## config.mk

```make
export PLATFORM = sky130hd
export DESIGN_NAME = dmi_top
export DESIGN_NICKNAME = d
export VERILOG_FILES = /design/src/rtl/dmi_pkg.sv /design/src/rtl/dmi_top.sv
export SDC_FILE = /design/constraint.sdc
export NUM_CORES = 1
export LEC_CHECK = 0
export BUFFER_PORTS_ARGS = -buffer_cell sky130_fd_sc_hd__buf_2
export CAP_MARGIN = 25
export CORE_MARGIN = 10
export CORE_UTILIZATION = 49
export CTS_BUF_LIST = sky130_fd_sc_hd__clkbuf_8
export CTS_CLUSTER_SIZE = 14
export DETAILED_ROUTE_END_ITERATION = 8
export HOLD_SLACK_MARGIN = 0.06
export PLACE_DENSITY_LB_ADDON = 0.15
export SYNTH_ARGS = -nofsm -noshare
export SYNTH_HDL_FRONTEND = slang
export SYNTH_SLANG_ARGS = --single-unit
```

## constraint.sdc

```tcl
create_clock -name ref_clk -period 2.1 [get_ports ref_clk]
set_clock_uncertainty 0.1 [all_clocks]
set_input_delay 0.315 -clock ref_clk [delete_from_list [all_inputs] [get_ports ref_clk]]
set_output_delay 0.315 -clock ref_clk [all_outputs]
set_load 0.05 [all_outputs]
```

## src/rtl/dmi_pkg.sv

```systemverilog
// Package for the data-move instruction unit: opcodes, field positions, phases,
// register offsets, reset values, state and operation types, memory request carrier.
// Assumes a single core clock where one instruction cycle spans four clock phases.
package dmi_pkg;

  // Instruction cycle phases, one clock each.
  localparam logic [1:0] PH_Q1 = 2'h0;
  localparam logic [1:0] PH_Q2 = 2'h1;
  localparam logic [1:0] PH_Q3 = 2'h2;
  localparam logic [1:0] PH_Q4 = 2'h3;

  // Opcode prefixes and the number of leading bits each one occupies.
  localparam logic [5:0] OPC_MOVE_REG = 6'h14;
  localparam logic [3:0] OPC_R2R_FIRST = 4'hc;
  localparam logic [3:0] OPC_R2R_SECOND = 4'hf;
  localparam logic [7:0] OPC_LOAD_BANK = 8'h01;
  localparam logic [7:0] OPC_LOAD_ACC = 8'h0e;
  localparam logic [6:0] OPC_STORE_ACC = 7'h37;

  // Field positions inside a single-word instruction.
  localparam int DEST_BIT = 9;
  localparam int ACCESS_BIT = 8;

  // Register port offsets.
  localparam logic [3:0] REG_CTRL = 4'h0;
  localparam logic [3:0] REG_ACC = 4'h4;
  localparam logic [3:0] REG_BANK = 4'h8;
  localparam logic [3:0] REG_STATUS = 4'hc;

  // Field positions in the control and status registers.
  localparam int CTRL_ENABLE = 0;
  localparam int ST_NEG = 0;
  localparam int ST_ZERO = 1;
  localparam int ST_BUSY = 2;
  localparam int ST_ERR_DEST = 3;
  localparam int ST_ERR_WORD = 4;

  // Reset values.
  localparam logic RST_ENABLE = 1'b1;
  localparam logic [7:0] RST_ACC = 8'h00;
  localparam logic [7:0] RST_BANK = 8'h00;

  typedef enum logic [2:0] {
    OP_NONE = 3'b000,
    OP_MOVE_REG = 3'b001,
    OP_MOVE_R2R = 3'b010,
    OP_LOAD_BANK = 3'b011,
    OP_LOAD_ACC = 3'b100,
    OP_STORE_ACC = 3'b101
  } dmi_op_t;

  typedef enum logic [1:0] {
    ST_FETCH = 2'b00,
    ST_SECOND = 2'b01
  } dmi_state_t;

  typedef struct packed {
    logic rd;
    logic wr;
    logic [11:0] addr;
    logic [7:0] wdata;
  } dmi_mem_req_t;

endpackage

```

## src/rtl/dmi_top.sv

```systemverilog
// Data-move instruction unit: decodes and executes the core's data movement
// instructions over a four-phase instruction cycle.
// Assumes a fetch path offering words at phase Q1 and a data memory that answers
// a read strobe with data in the following clock.
`timescale 1ns/10ps
module dmi_top
  import dmi_pkg::*;
#(
  parameter logic [11:0] ACC_ADDR = 12'hfe0,
  parameter logic [11:0] PROGRAM_COUNTER_LOW_ADDR = 12'hff0,
  parameter logic [11:0] STACK_TOP_LOW_ADDR = 12'hff1,
  parameter logic [11:0] STACK_TOP_HIGH_ADDR = 12'hff2,
  parameter logic [11:0] STACK_TOP_UPPER_ADDR = 12'hff3,
  parameter logic [7:0] ACCESS_SPLIT = 8'h80
)
(
  // Clock and reset
  input wire logic ref_clk,
  input wire logic rst,
  // Instruction fetch
  input wire logic [15:0] instr_word,
  input wire logic instr_valid,
  output logic instr_ready,
  // Data memory
  output dmi_mem_req_t mem_req,
  input wire logic [7:0] mem_rdata,
  // Register port
  input wire logic [3:0] reg_addr,
  input wire logic [31:0] reg_wdata,
  input wire logic reg_wr,
  input wire logic reg_rd,
  output logic [31:0] reg_rdata,
  // Core state
  output logic [7:0] acc_out,
  output logic [7:0] bank_out,
  output logic flag_neg,
  output logic flag_zero
);

  if (ACC_ADDR inside {PROGRAM_COUNTER_LOW_ADDR, STACK_TOP_LOW_ADDR, STACK_TOP_HIGH_ADDR, STACK_TOP_UPPER_ADDR})
  begin : g_bad_addr
    $error("Accumulator address collides with a protected address.");
  end

  function automatic dmi_op_t decode_op(input logic [15:0] w);
    dmi_op_t op;
    op = OP_NONE;
    if (w[15:10] == OPC_MOVE_REG)
      op = OP_MOVE_REG;
    else if (w[15:12] == OPC_R2R_FIRST)
      op = OP_MOVE_R2R;
    else if (w[15:8] == OPC_LOAD_BANK)
      op = OP_LOAD_BANK;
    else if (w[15:8] == OPC_LOAD_ACC)
      op = OP_LOAD_ACC;
    else if (w[15:9] == OPC_STORE_ACC)
      op = OP_STORE_ACC;
    return op;
  endfunction

  // Access bank: low part of bank 0 below the split, top bank from the split up.
  function automatic logic [11:0] resolve_addr(input logic acc_bit, input logic [7:0] f, input logic [7:0] bank);
    logic [11:0] a;
    a = 12'h000;
    if (acc_bit)
      a = {bank[3:0], f};
    else if (f < ACCESS_SPLIT)
      a = {4'h0, f};
    else
      a = {4'hf, f};
    return a;
  endfunction

  function automatic logic is_acc(input logic [11:0] a);
    return a == ACC_ADDR;
  endfunction

  function automatic logic is_protected(input logic [11:0] a);
    return a inside {PROGRAM_COUNTER_LOW_ADDR, STACK_TOP_LOW_ADDR, STACK_TOP_HIGH_ADDR, STACK_TOP_UPPER_ADDR};
  endfunction

  dmi_state_t state_r, state_nxt;
  dmi_op_t op_r, op_nxt;
  logic [1:0] phase_r, phase_nxt;
  logic dest_bit_r, dest_bit_nxt;
  logic fin_r, fin_nxt;
  logic [11:0] src_r, src_nxt;
  logic [11:0] dst_r, dst_nxt;
  logic [7:0] data_r, data_nxt;
  logic [7:0] acc_r, acc_nxt;
  logic [7:0] bank_r, bank_nxt;
  logic neg_r, neg_nxt;
  logic zero_r, zero_nxt;
  logic enable_r, enable_nxt;
  logic err_dest_r, err_dest_nxt;
  logic err_word_r, err_word_nxt;
  dmi_mem_req_t mem_r, mem_nxt;
  logic [31:0] rdata_r, rdata_nxt;

  logic take;
  logic acc_hit;
  logic bank_hit;
  logic set_err_dest;
  logic set_err_word;
  logic [11:0] sa;

  assign instr_ready = enable_r && phase_r == PH_Q1;
  assign take = instr_ready && instr_valid;

  always_comb
  begin
    state_nxt = state_r;
    op_nxt = op_r;
    phase_nxt = phase_r + 2'h1;
    dest_bit_nxt = dest_bit_r;
    fin_nxt = fin_r;
    src_nxt = src_r;
    dst_nxt = dst_r;
    data_nxt = data_r;
    acc_nxt = acc_r;
    bank_nxt = bank_r;
    neg_nxt = neg_r;
    zero_nxt = zero_r;
    enable_nxt = enable_r;
    mem_nxt = mem_r;
    mem_nxt.rd = 1'b0;
    mem_nxt.wr = 1'b0;
    acc_hit = 1'b0;
    bank_hit = 1'b0;
    set_err_dest = 1'b0;
    set_err_word = 1'b0;
    sa = 12'h000;
    case (phase_r)
      PH_Q1:
      begin
        // Decode; a read issued here is seen by memory during Q2.
        if (state_r == ST_FETCH)
        begin
          op_nxt = OP_NONE;
          fin_nxt = 1'b0;
          if (take)
          begin
            op_nxt = decode_op(instr_word);
            dest_bit_nxt = instr_word[DEST_BIT];
            data_nxt = instr_word[7:0];
            sa = resolve_addr(instr_word[ACCESS_BIT], instr_word[7:0], bank_r);
            if (decode_op(instr_word) == OP_MOVE_R2R)
            begin
              sa = instr_word[11:0];
              state_nxt = ST_SECOND;
            end
            src_nxt = sa;
            dst_nxt = sa;
            if ((decode_op(instr_word) == OP_MOVE_REG || decode_op(instr_word) == OP_MOVE_R2R) && !is_acc(sa))
            begin
              mem_nxt.rd = 1'b1;
              mem_nxt.addr = sa;
            end
          end
        end
        else if (take)
        begin
          // Second word of the register-to-register move; no read follows.
          state_nxt = ST_FETCH;
          if (instr_word[15:12] == OPC_R2R_SECOND)
          begin
            dst_nxt = instr_word[11:0];
            fin_nxt = 1'b1;
          end
          else
          begin
            set_err_word = 1'b1;
            op_nxt = OP_NONE;
          end
        end
        else
          dst_nxt = ~src_r; // A stretched cycle must not capture its byte again
      end
      PH_Q3:
      begin
        // Process; schedule the memory write that lands in Q4.
        case (op_r)
          OP_MOVE_REG:
          begin
            data_nxt = is_acc(src_r) ? acc_r : mem_rdata;
            if (dest_bit_r && !is_acc(dst_r))
            begin
              mem_nxt.wr = 1'b1;
              mem_nxt.addr = dst_r;
              mem_nxt.wdata = is_acc(src_r) ? acc_r : mem_rdata;
            end
          end
          OP_MOVE_R2R:
          begin
            if (!fin_r && state_r == ST_SECOND && src_r == dst_r)
              data_nxt = is_acc(src_r) ? acc_r : mem_rdata;
            if (fin_r && !is_acc(dst_r) && !is_protected(dst_r))
            begin
              mem_nxt.wr = 1'b1;
              mem_nxt.addr = dst_r;
              mem_nxt.wdata = data_r;
            end
          end
          OP_STORE_ACC:
          begin
            data_nxt = acc_r;
            if (!is_acc(dst_r))
            begin
              mem_nxt.wr = 1'b1;
              mem_nxt.addr = dst_r;
              mem_nxt.wdata = acc_r;
            end
          end
          default:
          begin
          end
        endcase
      end
      PH_Q4:
      begin
        // Write destination registers held inside the unit.
        case (op_r)
          OP_MOVE_REG:
          begin
            neg_nxt = data_r[7];
            zero_nxt = data_r == 8'h00;
            if (!dest_bit_r || is_acc(dst_r))
            begin
              acc_nxt = data_r;
              acc_hit = 1'b1;
            end
          end
          OP_MOVE_R2R:
          begin
            if (fin_r && is_protected(dst_r))
              set_err_dest = 1'b1;
            else if (fin_r && is_acc(dst_r))
            begin
              acc_nxt = data_r;
              acc_hit = 1'b1;
            end
            if (fin_r)
              fin_nxt = 1'b0;
          end
          OP_LOAD_BANK:
          begin
            bank_nxt = data_r;
            bank_hit = 1'b1;
          end
          OP_LOAD_ACC:
          begin
            acc_nxt = data_r;
            acc_hit = 1'b1;
          end
          default:
          begin
          end
        endcase
      end
      default:
      begin
      end
    endcase
    // Software writes yield to an instruction writing the same register.
    if (reg_wr)
    begin
      if (reg_addr == REG_CTRL)
        enable_nxt = reg_wdata[CTRL_ENABLE];
      if (reg_addr == REG_ACC && !acc_hit)
        acc_nxt = reg_wdata[7:0];
      if (reg_addr == REG_BANK && !bank_hit)
        bank_nxt = reg_wdata[7:0];
    end
    err_dest_nxt = (err_dest_r && !(reg_wr && reg_addr == REG_STATUS && reg_wdata[ST_ERR_DEST])) || set_err_dest;
    err_word_nxt = (err_word_r && !(reg_wr && reg_addr == REG_STATUS && reg_wdata[ST_ERR_WORD])) || set_err_word;
    rdata_nxt = 32'h0000_0000;
    if (reg_rd)
    begin
      case (reg_addr)
        REG_CTRL:
          rdata_nxt[CTRL_ENABLE] = enable_r;
        REG_ACC:
          rdata_nxt[7:0] = acc_r;
        REG_BANK:
          rdata_nxt[7:0] = bank_r;
        REG_STATUS:
        begin
          rdata_nxt[ST_NEG] = neg_r;
          rdata_nxt[ST_ZERO] = zero_r;
          rdata_nxt[ST_BUSY] = state_r != ST_FETCH || (op_r != OP_NONE && phase_r != PH_Q1);
          rdata_nxt[ST_ERR_DEST] = err_dest_r;
          rdata_nxt[ST_ERR_WORD] = err_word_r;
        end
        default:
          rdata_nxt = 32'h0000_0000;
      endcase
    end
  end

  always_ff @(posedge ref_clk)
  begin
    if (rst)
    begin
      state_r <= ST_FETCH;
      op_r <= OP_NONE;
      phase_r <= PH_Q1;
      dest_bit_r <= 1'b0;
      fin_r <= 1'b0;
      src_r <= 12'h000;
      dst_r <= 12'h000;
      data_r <= 8'h00;
      acc_r <= RST_ACC;
      bank_r <= RST_BANK;
      neg_r <= 1'b0;
      zero_r <= 1'b0;
      enable_r <= RST_ENABLE;
      err_dest_r <= 1'b0;
      err_word_r <= 1'b0;
      mem_r <= '0;
      rdata_r <= 32'h0000_0000;
    end
    else
    begin
      state_r <= state_nxt;
      op_r <= op_nxt;
      phase_r <= phase_nxt;
      dest_bit_r <= dest_bit_nxt;
      fin_r <= fin_nxt;
      src_r <= src_nxt;
      dst_r <= dst_nxt;
      data_r <= data_nxt;
      acc_r <= acc_nxt;
      bank_r <= bank_nxt;
      neg_r <= neg_nxt;
      zero_r <= zero_nxt;
      enable_r <= enable_nxt;
      err_dest_r <= err_dest_nxt;
      err_word_r <= err_word_nxt;
      mem_r <= mem_nxt;
      rdata_r <= rdata_nxt;
    end
  end

  assign mem_req = mem_r;
  assign reg_rdata = rdata_r;
  assign acc_out = acc_r;
  assign bank_out = bank_r;
  assign flag_neg = neg_r;
  assign flag_zero = zero_r;

endmodule

```

* Word level (Yosys, flattened, before mapping)
Index checks and enable logic that the tools add are counted.
** Storage, ports and cells
- Register bits after elaboration :: 116
- Input bits :: 65
- Output and inout bits :: 73
- Word-level logic and storage cells :: 205
** Operators by class
- $add $sub $neg :: 1
- $lt $le $gt $ge :: 1
- Equality and inequality tests :: 45
- Multiplexer cells :: 74
- Bitwise logic cells :: 6
- Reduce and logical (&&, ||, !) cells :: 57
** Operators with widths (count)
- $mux W12 :: 13
- $mux W8 :: 14
- $eq A12 B12 Y1 const B :: 7
- $mux W21 :: 3
- $pmux W21 S3 :: 1
- $pmux W8 S3 :: 2
- $mux W3 :: 12
- $pmux W12 S2 :: 1
- $logic_and A1 B1 Y1 :: 18
- $mux W1 :: 18
- $eq A4 B4 Y1 const B :: 4
- $pmux W8 S2 :: 1
- $ne A2 B2 Y1 const B :: 7
- $eq A12 B12 Y1 :: 1
- $ne A3 B3 Y1 const B :: 4
- $not A12 Y12 :: 1
- $pmux W4 S3 :: 1
- $reduce_and A3 Y1 :: 4
- $reduce_and A5 Y1 :: 2
- $reduce_bool A2 Y1 :: 5
- $eq A3 B2 Y1 const B :: 3
- $logic_not A1 Y1 :: 9
- $eq A8 B1 Y1 const B :: 1
- $eq A8 B4 Y1 const B :: 1
- 30 further kinds :: 51

* Depth between registers and ports, before layout
Gate-level depths: netlist of run 1.
- Word-level depth :: 21
- Depth in mapped cells :: 10

* Least setup slack after synthesis of run 1
OpenSTA, ideal clock, no wires.
- Path kind :: register to register
- Start point :: reg dst_r[4]
- End point :: reg mem_r, in the netlist mem_req[10]
- Setup time :: 0.134 ns
- Arrival :: 1.772 ns
- Required time :: 1.866 ns
- Slack :: 0.094 ns
- Cell stages (with the launch flop) :: 8
- Buffers on the path :: 1
- Path through :: dfxtp_1 or3_4 o41a_1 nand2_1 o21ai_1 buf_2 a2111oi_0 nor3_1
** Between the ends
- Word-level cells in the longest chain between the ends :: 6
** RTL lines
- from (decl) :: line dmi_top.sv:88 : logic [11:0] dst_r, dst_nxt;
- from (signal assigned) :: line dmi_top.sv:330 : dst_r <= dst_nxt;
- $eq A12 B12 Y1, on equally long branches :: line dmi_top.sv:79, dmi_top.sv:75
- $reduce_bool A4 Y1 / $logic_not A1 Y1 (equally long branches)
- $logic_not A1 Y1 / $logic_and A1 B1 Y1 (equally long branches) :: line dmi_top.sv:197 : if (fin_r && !is_acc(dst_r) && !is_protected(dst_r))
- $logic_and A1 B1 Y1 :: line dmi_top.sv:197
- $ne A3 B3 Y1 (no source line)
- $reduce_and A8 Y1 (no source line) (*)
- to (signal assigned) :: line dmi_top.sv:339 : mem_r <= mem_nxt;
- to (decl) :: line dmi_top.sv:97 : dmi_mem_req_t mem_r, mem_nxt;
Every way passes the cells marked *; elsewhere a longest branch is shown, timed or not.
A chain may end at the register's enable or synchronous reset.

* Worst setup path after layout of run 1
- Start point :: reg dst_r[9]
- End point :: reg mem_r, in the netlist mem_req[16]
Same word-level chain as after synthesis.

==> qor.yml, run 1 <==
setup_path:
  cp.required_ns: 2.24
  cp.arrival_ns: 2.39
  r2r_start: "dst_r[9]"
  crit_family: "compound AO/OA/AOI/OAI gates"
  cpPeakStageDelay_ns: 0.50
  timing.critical_path.from: "dst_r[9]"
  path_buf_inv: 0
  path_class: "register to register"
  worstPathCellList: "nand4_1 > o41a_1 > nand2_2 > o21ai_4 > a22oi_1 > a311oi_2"
  end_kind: "register"
  cp-start-kind: "register"
  worst-path-max-fanout: 5
  cp_slowest_cell: "o41a_1"
yosys:
  synth.avg_cell_area_um2: 8.35
  synth-simple-area-share_pct: 23.0
  synth_top_family_by_area: "compound AO/OA/AOI/OAI gates"
  syn_area_um2: 5050
  synthTopCellsByArea: "dfxtp_1, a21oi_1, nand2_1"
  yosysTopAreaCell: "dfxtp_1"
  synth_cells: 605
  synth-xor-area-share_pct: 2.08
  synth_compound_area_share_pct: 25.0
  synthTopCellsByCount: "dfxtp_1, nand2_1, nor2_1, a21oi_1"
  yosysMostFrequentCell: "dfxtp_1"
  synthAdderAreaFrac_pct: 0.743
  ys_seq_area_share_pct: 36.1
  synth.distinct_cells: 67
  synth_edf_count: 0
  synth-main-ff-cell: "dfxtp_1"
  async_reset_ff_share_pct: 0
  ys_warn_count: 0
  synth_top_area_share_pct: 36.1
  synth_mux_area_share_pct: 5.33
  yosys_register_bits: 91
clock_network:
  htreeDepth: 3
  clk_latency_ns: 0.37
  cts_tree: "yes"
  postCtsHoldBufs: 0
  cts_num_sinks: 91
  path_clk_slew_ns: 0.10
  cts_buffers: 9
  root_buffer: "clkbuf_8"
  clk_path_buf_depth: 2
detailed_routing:
  num_vias: 5336
  viasPerCell: 6.03
  firstDrtPassIters: 5
  drt_wl_total_um: 17500
  drtIter0Drc: 473
  avgRoutedWirePerCell_um: 19.8
  ant_nets: 0
  drcViolationCount: 0
job:
  max_cap_viol_count: 0
die:
  dieArea_um2: 14800
  die_w_um: 122
  core_um2: 9910
  die_h_um: 122
  start_util_pct: 51.0
  num_io_pins: 138
  rows: 36
layout:
  area_growth_pct: 32.0
  final_area_um2: 6660
  nNetsFinal: 815
  num-fill-cells: 811
  post_route_cells_drive_above_1_share_pct: 35.0
  instances_no_fill: 885
  antenna_cells: 0
sta:
  final-hold-violation-count: 0
  relSlewSlack_pct: 66.1
  rsz0062_at_grt: "true"
  period_needed_ns: 2.25
  tightestPinTransition_ns: 0.506
  report.final.slew_viol_count: 0
  setup_viol: 21
  fmax_mhz: 445
  tns_ns: -1.31
  post-route-worst-setup-slack_ns: -0.146
  min_period_over_period_pct: 107
global_routing:
  grt_pass1_wl_um: 25700
  track_usage_pct: 21.2
  first_global_vias: 5035
  grt-ovfl-total: 0
  grt_max_degree: 72
  antenna_found_initial: 0
power_and_ir_drop:
  p_per_area_nw_per_um2: 628
  finalPower_mw: 4.19
  p_leak_nw: 2.84
  ir_drop_mv: 0.390
outcome:
  violations: "setup timing"
  outcome: "finished, violations left"
placement:
  io_buffers: 89
  place_area_um2: 5980
  dp_worst_setup_slack_ns: -0.321
  gp_congestion: 0.898
  dp.cells: 857
  dp_hpwl_um: 12200
min_path:
  hold_start: "mem_rdata[0]"
  hp-class: "primary input to register"
==> per-stage QoR <==
step	utilization [%]	hold WS (ns)
floorplan	-	0.317
global placement	60.3	0.345
detailed placement	60.3	0.350
CTS	63.2	0.104
global route	67.2	0.119
finish	67.2	0.112
==> what timing repair did <==
action | CTS | global route
buffers inserted | 1 | 9
gates cloned | 0 | 2
endpoints found under the setup margin | 17 | 45
pin swaps | 1 | 30
resized for setup | 21 | 67
==> layout by cell type, fill, tap and decap left out, drive strengths merged, types with 3 or more instances in the layout <==
cell and n:
xor2 4, o21ai 10, a22oi 17, inv 11
nand2b 7, nand3 18, mux2 7, xnor2 8
a221oi 9, nand2 65, a211oi 17, ha 3
and2 7, nor2 57, nor4 9, conb 24
buf 173, a31oi 5, o2111ai 3, a2111oi 8
nor3 16, dfxtp 91, mux2i 19, nor2b 16
o21bai 8, a22o 13, a21oi 53, a311oi 11
nand4 10, o211ai 4, a21o 3, a41o 8
clkbuf 9
==> cell type report <==
cell class | instances | area, um^2 | share of cell area, %
multi-input combinational | 465 | 3240 | 48.7
sequential | 91 | 1850 | 27.8
timing repair buffer | 173 | 1170 | 17.5
tap | 133 | 166 | 2.50
clock buffer | 9 | 124 | 1.86
clock inverter | 7 | 82.6 | 1.24
inverter | 7 | 26.3 | 0.394
==> flip-flops by register name, indices dropped and copies added, names as in the netlist, 2 cells and up <==
name / cells
acc_out: 8
bank_out: 8
data_r: 8
dst_r: 12
mem_req: 22
op_r: 3
phase_r: 2
reg_rdata: 8
src_r: 12
==> metal layers <==
metal  global-route usage, %  part of all wire, %  vias up
met4                    7.45                  2.8        0
met3                    4.98                  7.4       55
met1                    24.3                   39     2555
met2                    37.5                   51      255
met5                       0                    0        -
li1                        -                    -     2471
==> worst register-to-register path, delay by kind of cell (launching register included) <==
family / cells / cell delay, ns
compound gates: 4 / 1.23
flops: 1 / 0.39
simple gates: 2 / 0.40
==> cell families (layout without fill, tap and decap cells) <==
group                      after synthesis  in the layout
adders and majority gates                3              3
and+or+nand+nor                        224            224
xor gates and xnor gates                12             12
buffers and inverters                   73            196
AOI/OAI and AO/OA                      175            176
other                                    1             24
DFF                                     91             91
muxes                                   26             26
==> report_power, final <==
part	switching [mW]	internal (mW)	leakage [nW]	total [mW]
logic	0.624	0.376	2.00	1.00
clock network	0.715	0.572	0.0988	1.29
registers	0.0943	1.81	0.747	1.90
==> worst paths after layout <==
check	slack [ns]	end	cells past startpoint
max reg2reg	-0.15	mem_req[16]	6
max	-0.15	mem_req[16]	6
min reg2reg	0.37	err_dest_r	2
min	0.11	mem_req[0]	3
Note: power is estimated with default switching activity, not from simulation.
==> run 2: changes to the inputs <==
RECOVER_POWER = 100   (was default)
REMOVE_ABC_BUFFERS = 1   (was default)
==> run 2 against run 1 <==
Against the previous run: the run still ends with setup timing left; fmax is 2.2% higher; critical path depth increased by 2; utilization shrank 1.1 points; count of clock-buffer cells in the layout rose by 2; die area is the same; clock power about the same; routed wire length is 1.7% lower; sequential power hardly changed; non-clock buffer count rose by 4; combinational power hardly changed; largest cell class unchanged; largest power group unchanged.
==> qor.yml, run 2 (same netlist as run 1, synthesis figures left out) <==
detailed_routing:
  num_vias: 5292  # was 5336
  ant_nets: 0  # unchanged
  drt_wl_total_um: 17200  # was 17500 um
  drcViolationCount: 0  # unchanged
  drtIter0Drc: 513  # was 473
  avgRoutedWirePerCell_um: 19.3  # was 19.8 um
  viasPerCell: 5.95  # was 6.03
  firstDrtPassIters: 6  # was 5
layout:
  num-fill-cells: 881  # was 811
  antenna_cells: 0  # unchanged
  final_common_cell: "dfxtp_1"  # was buf_2
  post_route_cells_drive_above_1_share_pct: 29.4  # was 35.0%
  multi_input_area_um2: 3220  # was 3240 um^2
  area_growth_pct: 29.8  # was 32.0%
  most-common-layout-cells: "dfxtp_1, buf_4, nand2_1, nor2_1, clkbuf_1"  # was buf_2, dfxtp_1, buf_4, nand2_1, nor2_1
  largest_reg_flops: 22  # unchanged
  nNetsFinal: 819  # was 815
  register_area_um2: 1840  # was 1850 um^2
global_routing:
  grt-ovfl-total: 0  # unchanged
  grt_max_degree: 72  # unchanged
  track_usage_pct: 21.7  # was 21.2%
  grt_pass1_wl_um: 26000  # was 25700 um
  first_global_vias: 5046  # was 5035
  antenna_found_initial: 0  # unchanged
placement:
  gp_congestion: 0.891  # was 0.898
  dp_worst_setup_slack_ns: -0.234  # was -0.321 ns
  io_buffers: 89  # unchanged
  dp_hpwl_um: 12300  # was 12200 um
power_and_ir_drop:
  ir_drop_mv: 0.352  # was 0.390 mV
  finalPower_mw: 4.13  # was 4.19 mW
  p_per_area_nw_per_um2: 630  # was 628 nW/um^2
  p_leak_nw: 2.64  # was 2.84 nW
min_path:
  hp-class: "primary input to register"  # unchanged
  hold_start: "mem_rdata[3]"  # was mem_rdata[0]
clock_network:
  cts_num_sinks: 91  # unchanged
  cts_buffers: 9  # unchanged
  clk_path_buf_depth: 2  # unchanged
  clk_latency_ns: 0.38  # was 0.37 ns
  htreeDepth: 3  # unchanged
  path_clk_slew_ns: 0.09  # was 0.10 ns
  root_buffer: "clkbuf_8"  # unchanged
  cts_tree: "yes"  # unchanged
setup_path:
  worst-path-max-fanout: 5  # unchanged
  cp.arrival_ns: 2.37  # was 2.39 ns
  r2r_start: "dst_r[8]"  # was dst_r[9]
  path_class: "register to register"  # unchanged
  timing.critical_path.from: "dst_r[8]"  # was dst_r[9]
  end_kind: "register"  # unchanged
  cp.required_ns: 2.27  # was 2.24 ns
  cp-start-kind: "register"  # unchanged
die:
  die_w_um: 122  # unchanged
  num_io_pins: 138  # unchanged
  start_util_pct: 51.0  # unchanged
  die_h_um: 122  # unchanged
  dieArea_um2: 14800  # unchanged
  rows: 36  # unchanged
  core_um2: 9910  # unchanged
sta:
  min_period_over_period_pct: 105  # was 107%
  tightestPinTransition_ns: 0.927  # was 0.506 ns
  final-hold-violation-count: 0  # unchanged
  report.final.slew_viol_count: 0  # unchanged
  period_needed_ns: 2.20  # was 2.25 ns
  holdWs_ns: 0.106  # was 0.112 ns
  rsz0062_at_grt: "true"  # unchanged
  post-route-worst-setup-slack_ns: -0.0976  # was -0.146 ns
  setup_viol: 28  # was 21
  fmax_mhz: 455  # was 445 MHz
  relSlewSlack_pct: 38.2  # was 66.1%
job:
  max_cap_viol_count: 0  # unchanged
outcome:
  violations: "setup timing"  # unchanged
  outcome: "finished, violations left"  # unchanged
run 2: cell count changes in the layout (fill, tap and decap cells not counted), sizes merged:
| cell | before | now |
|---|---|---|
| clkinvlp | 2 | 1 |
| buf | 173 | 124 |
| clkinv | 0 | 1 |
| clkbuf | 9 | 64 |
| inv | 11 | 9 |
run 2: path summary, 6_finish.rpt:
path,endpoint,slack [ns],cells after the start
setup / recovery,mem_req[17],-0.1,8
hold / removal,mem_req[3],0.11,3
setup reg to reg,mem_req[17],-0.1,8
hold reg to reg,err_dest_r,0.36,2
run 2: critical path, cell delays in order (launching register included):
cell	delay [ns]
dfxtp_2	0.37
nand4_1	0.23
buf_4	0.23
o41a_1	0.35
nand2_2	0.12
o21ai_4	0.10
buf_6	0.16
and2_4	0.15
o311a_1	0.28
run 2: area by class of cell:
| class | count | area share, % |
|---|---|---|
| Sequential cell | 91 | 28.1 |
| Clock buffer | 11 | 2.31 |
| Inverter | 7 | 0.401 |
| Clock inverter | 5 | 0.821 |
| Tap cell | 133 | 2.54 |
| Multi-Input combinational cell | 465 | 49.1 |
| Timing Repair Buffer | 177 | 16.7 |
run 2: per-layer routing:
metal,up-vias,global-route usage (%),share of wire (%)
li1,2486,-,-
met1,2542,26.1,41
met2,231,37.6,49
met3,33,3.82,7.6
met4,0,8.57,2.0
met5,-,0,0
run 2: timing repair:
action,in CTS,in global routing
cloned,0,1
endpoints found under the setup margin,26,40
pin swaps,9,42
setup buffers,3,4
hold buffers,0,0
resized for setup,16,63
run 2: metrics by stage:
| step | instance area (um^2) | setup TNS, ns | utilization, % | std cells |
|---|---|---|---|---|
| final | 6550 | -0.764 | 66.1 | 889 |
| after CTS | 6330 | -0.0924 | 63.8 | 884 |
| after global routing | 6550 | -3.97 | 66.1 | 889 |
| after detailed placement | 6040 | -2.02 | 60.9 | 865 |
| after floorplan | 4780 | -13.11 | - | 562 |
| after global placement | 6040 | -1.40 | 60.9 | 865 |
run 2: report_power, final:
group	internal [mW]	total [mW]	switching (mW)
clock	0.610	1.27	0.658
combinational	0.356	0.968	0.611
sequential	1.81	1.89	0.0886
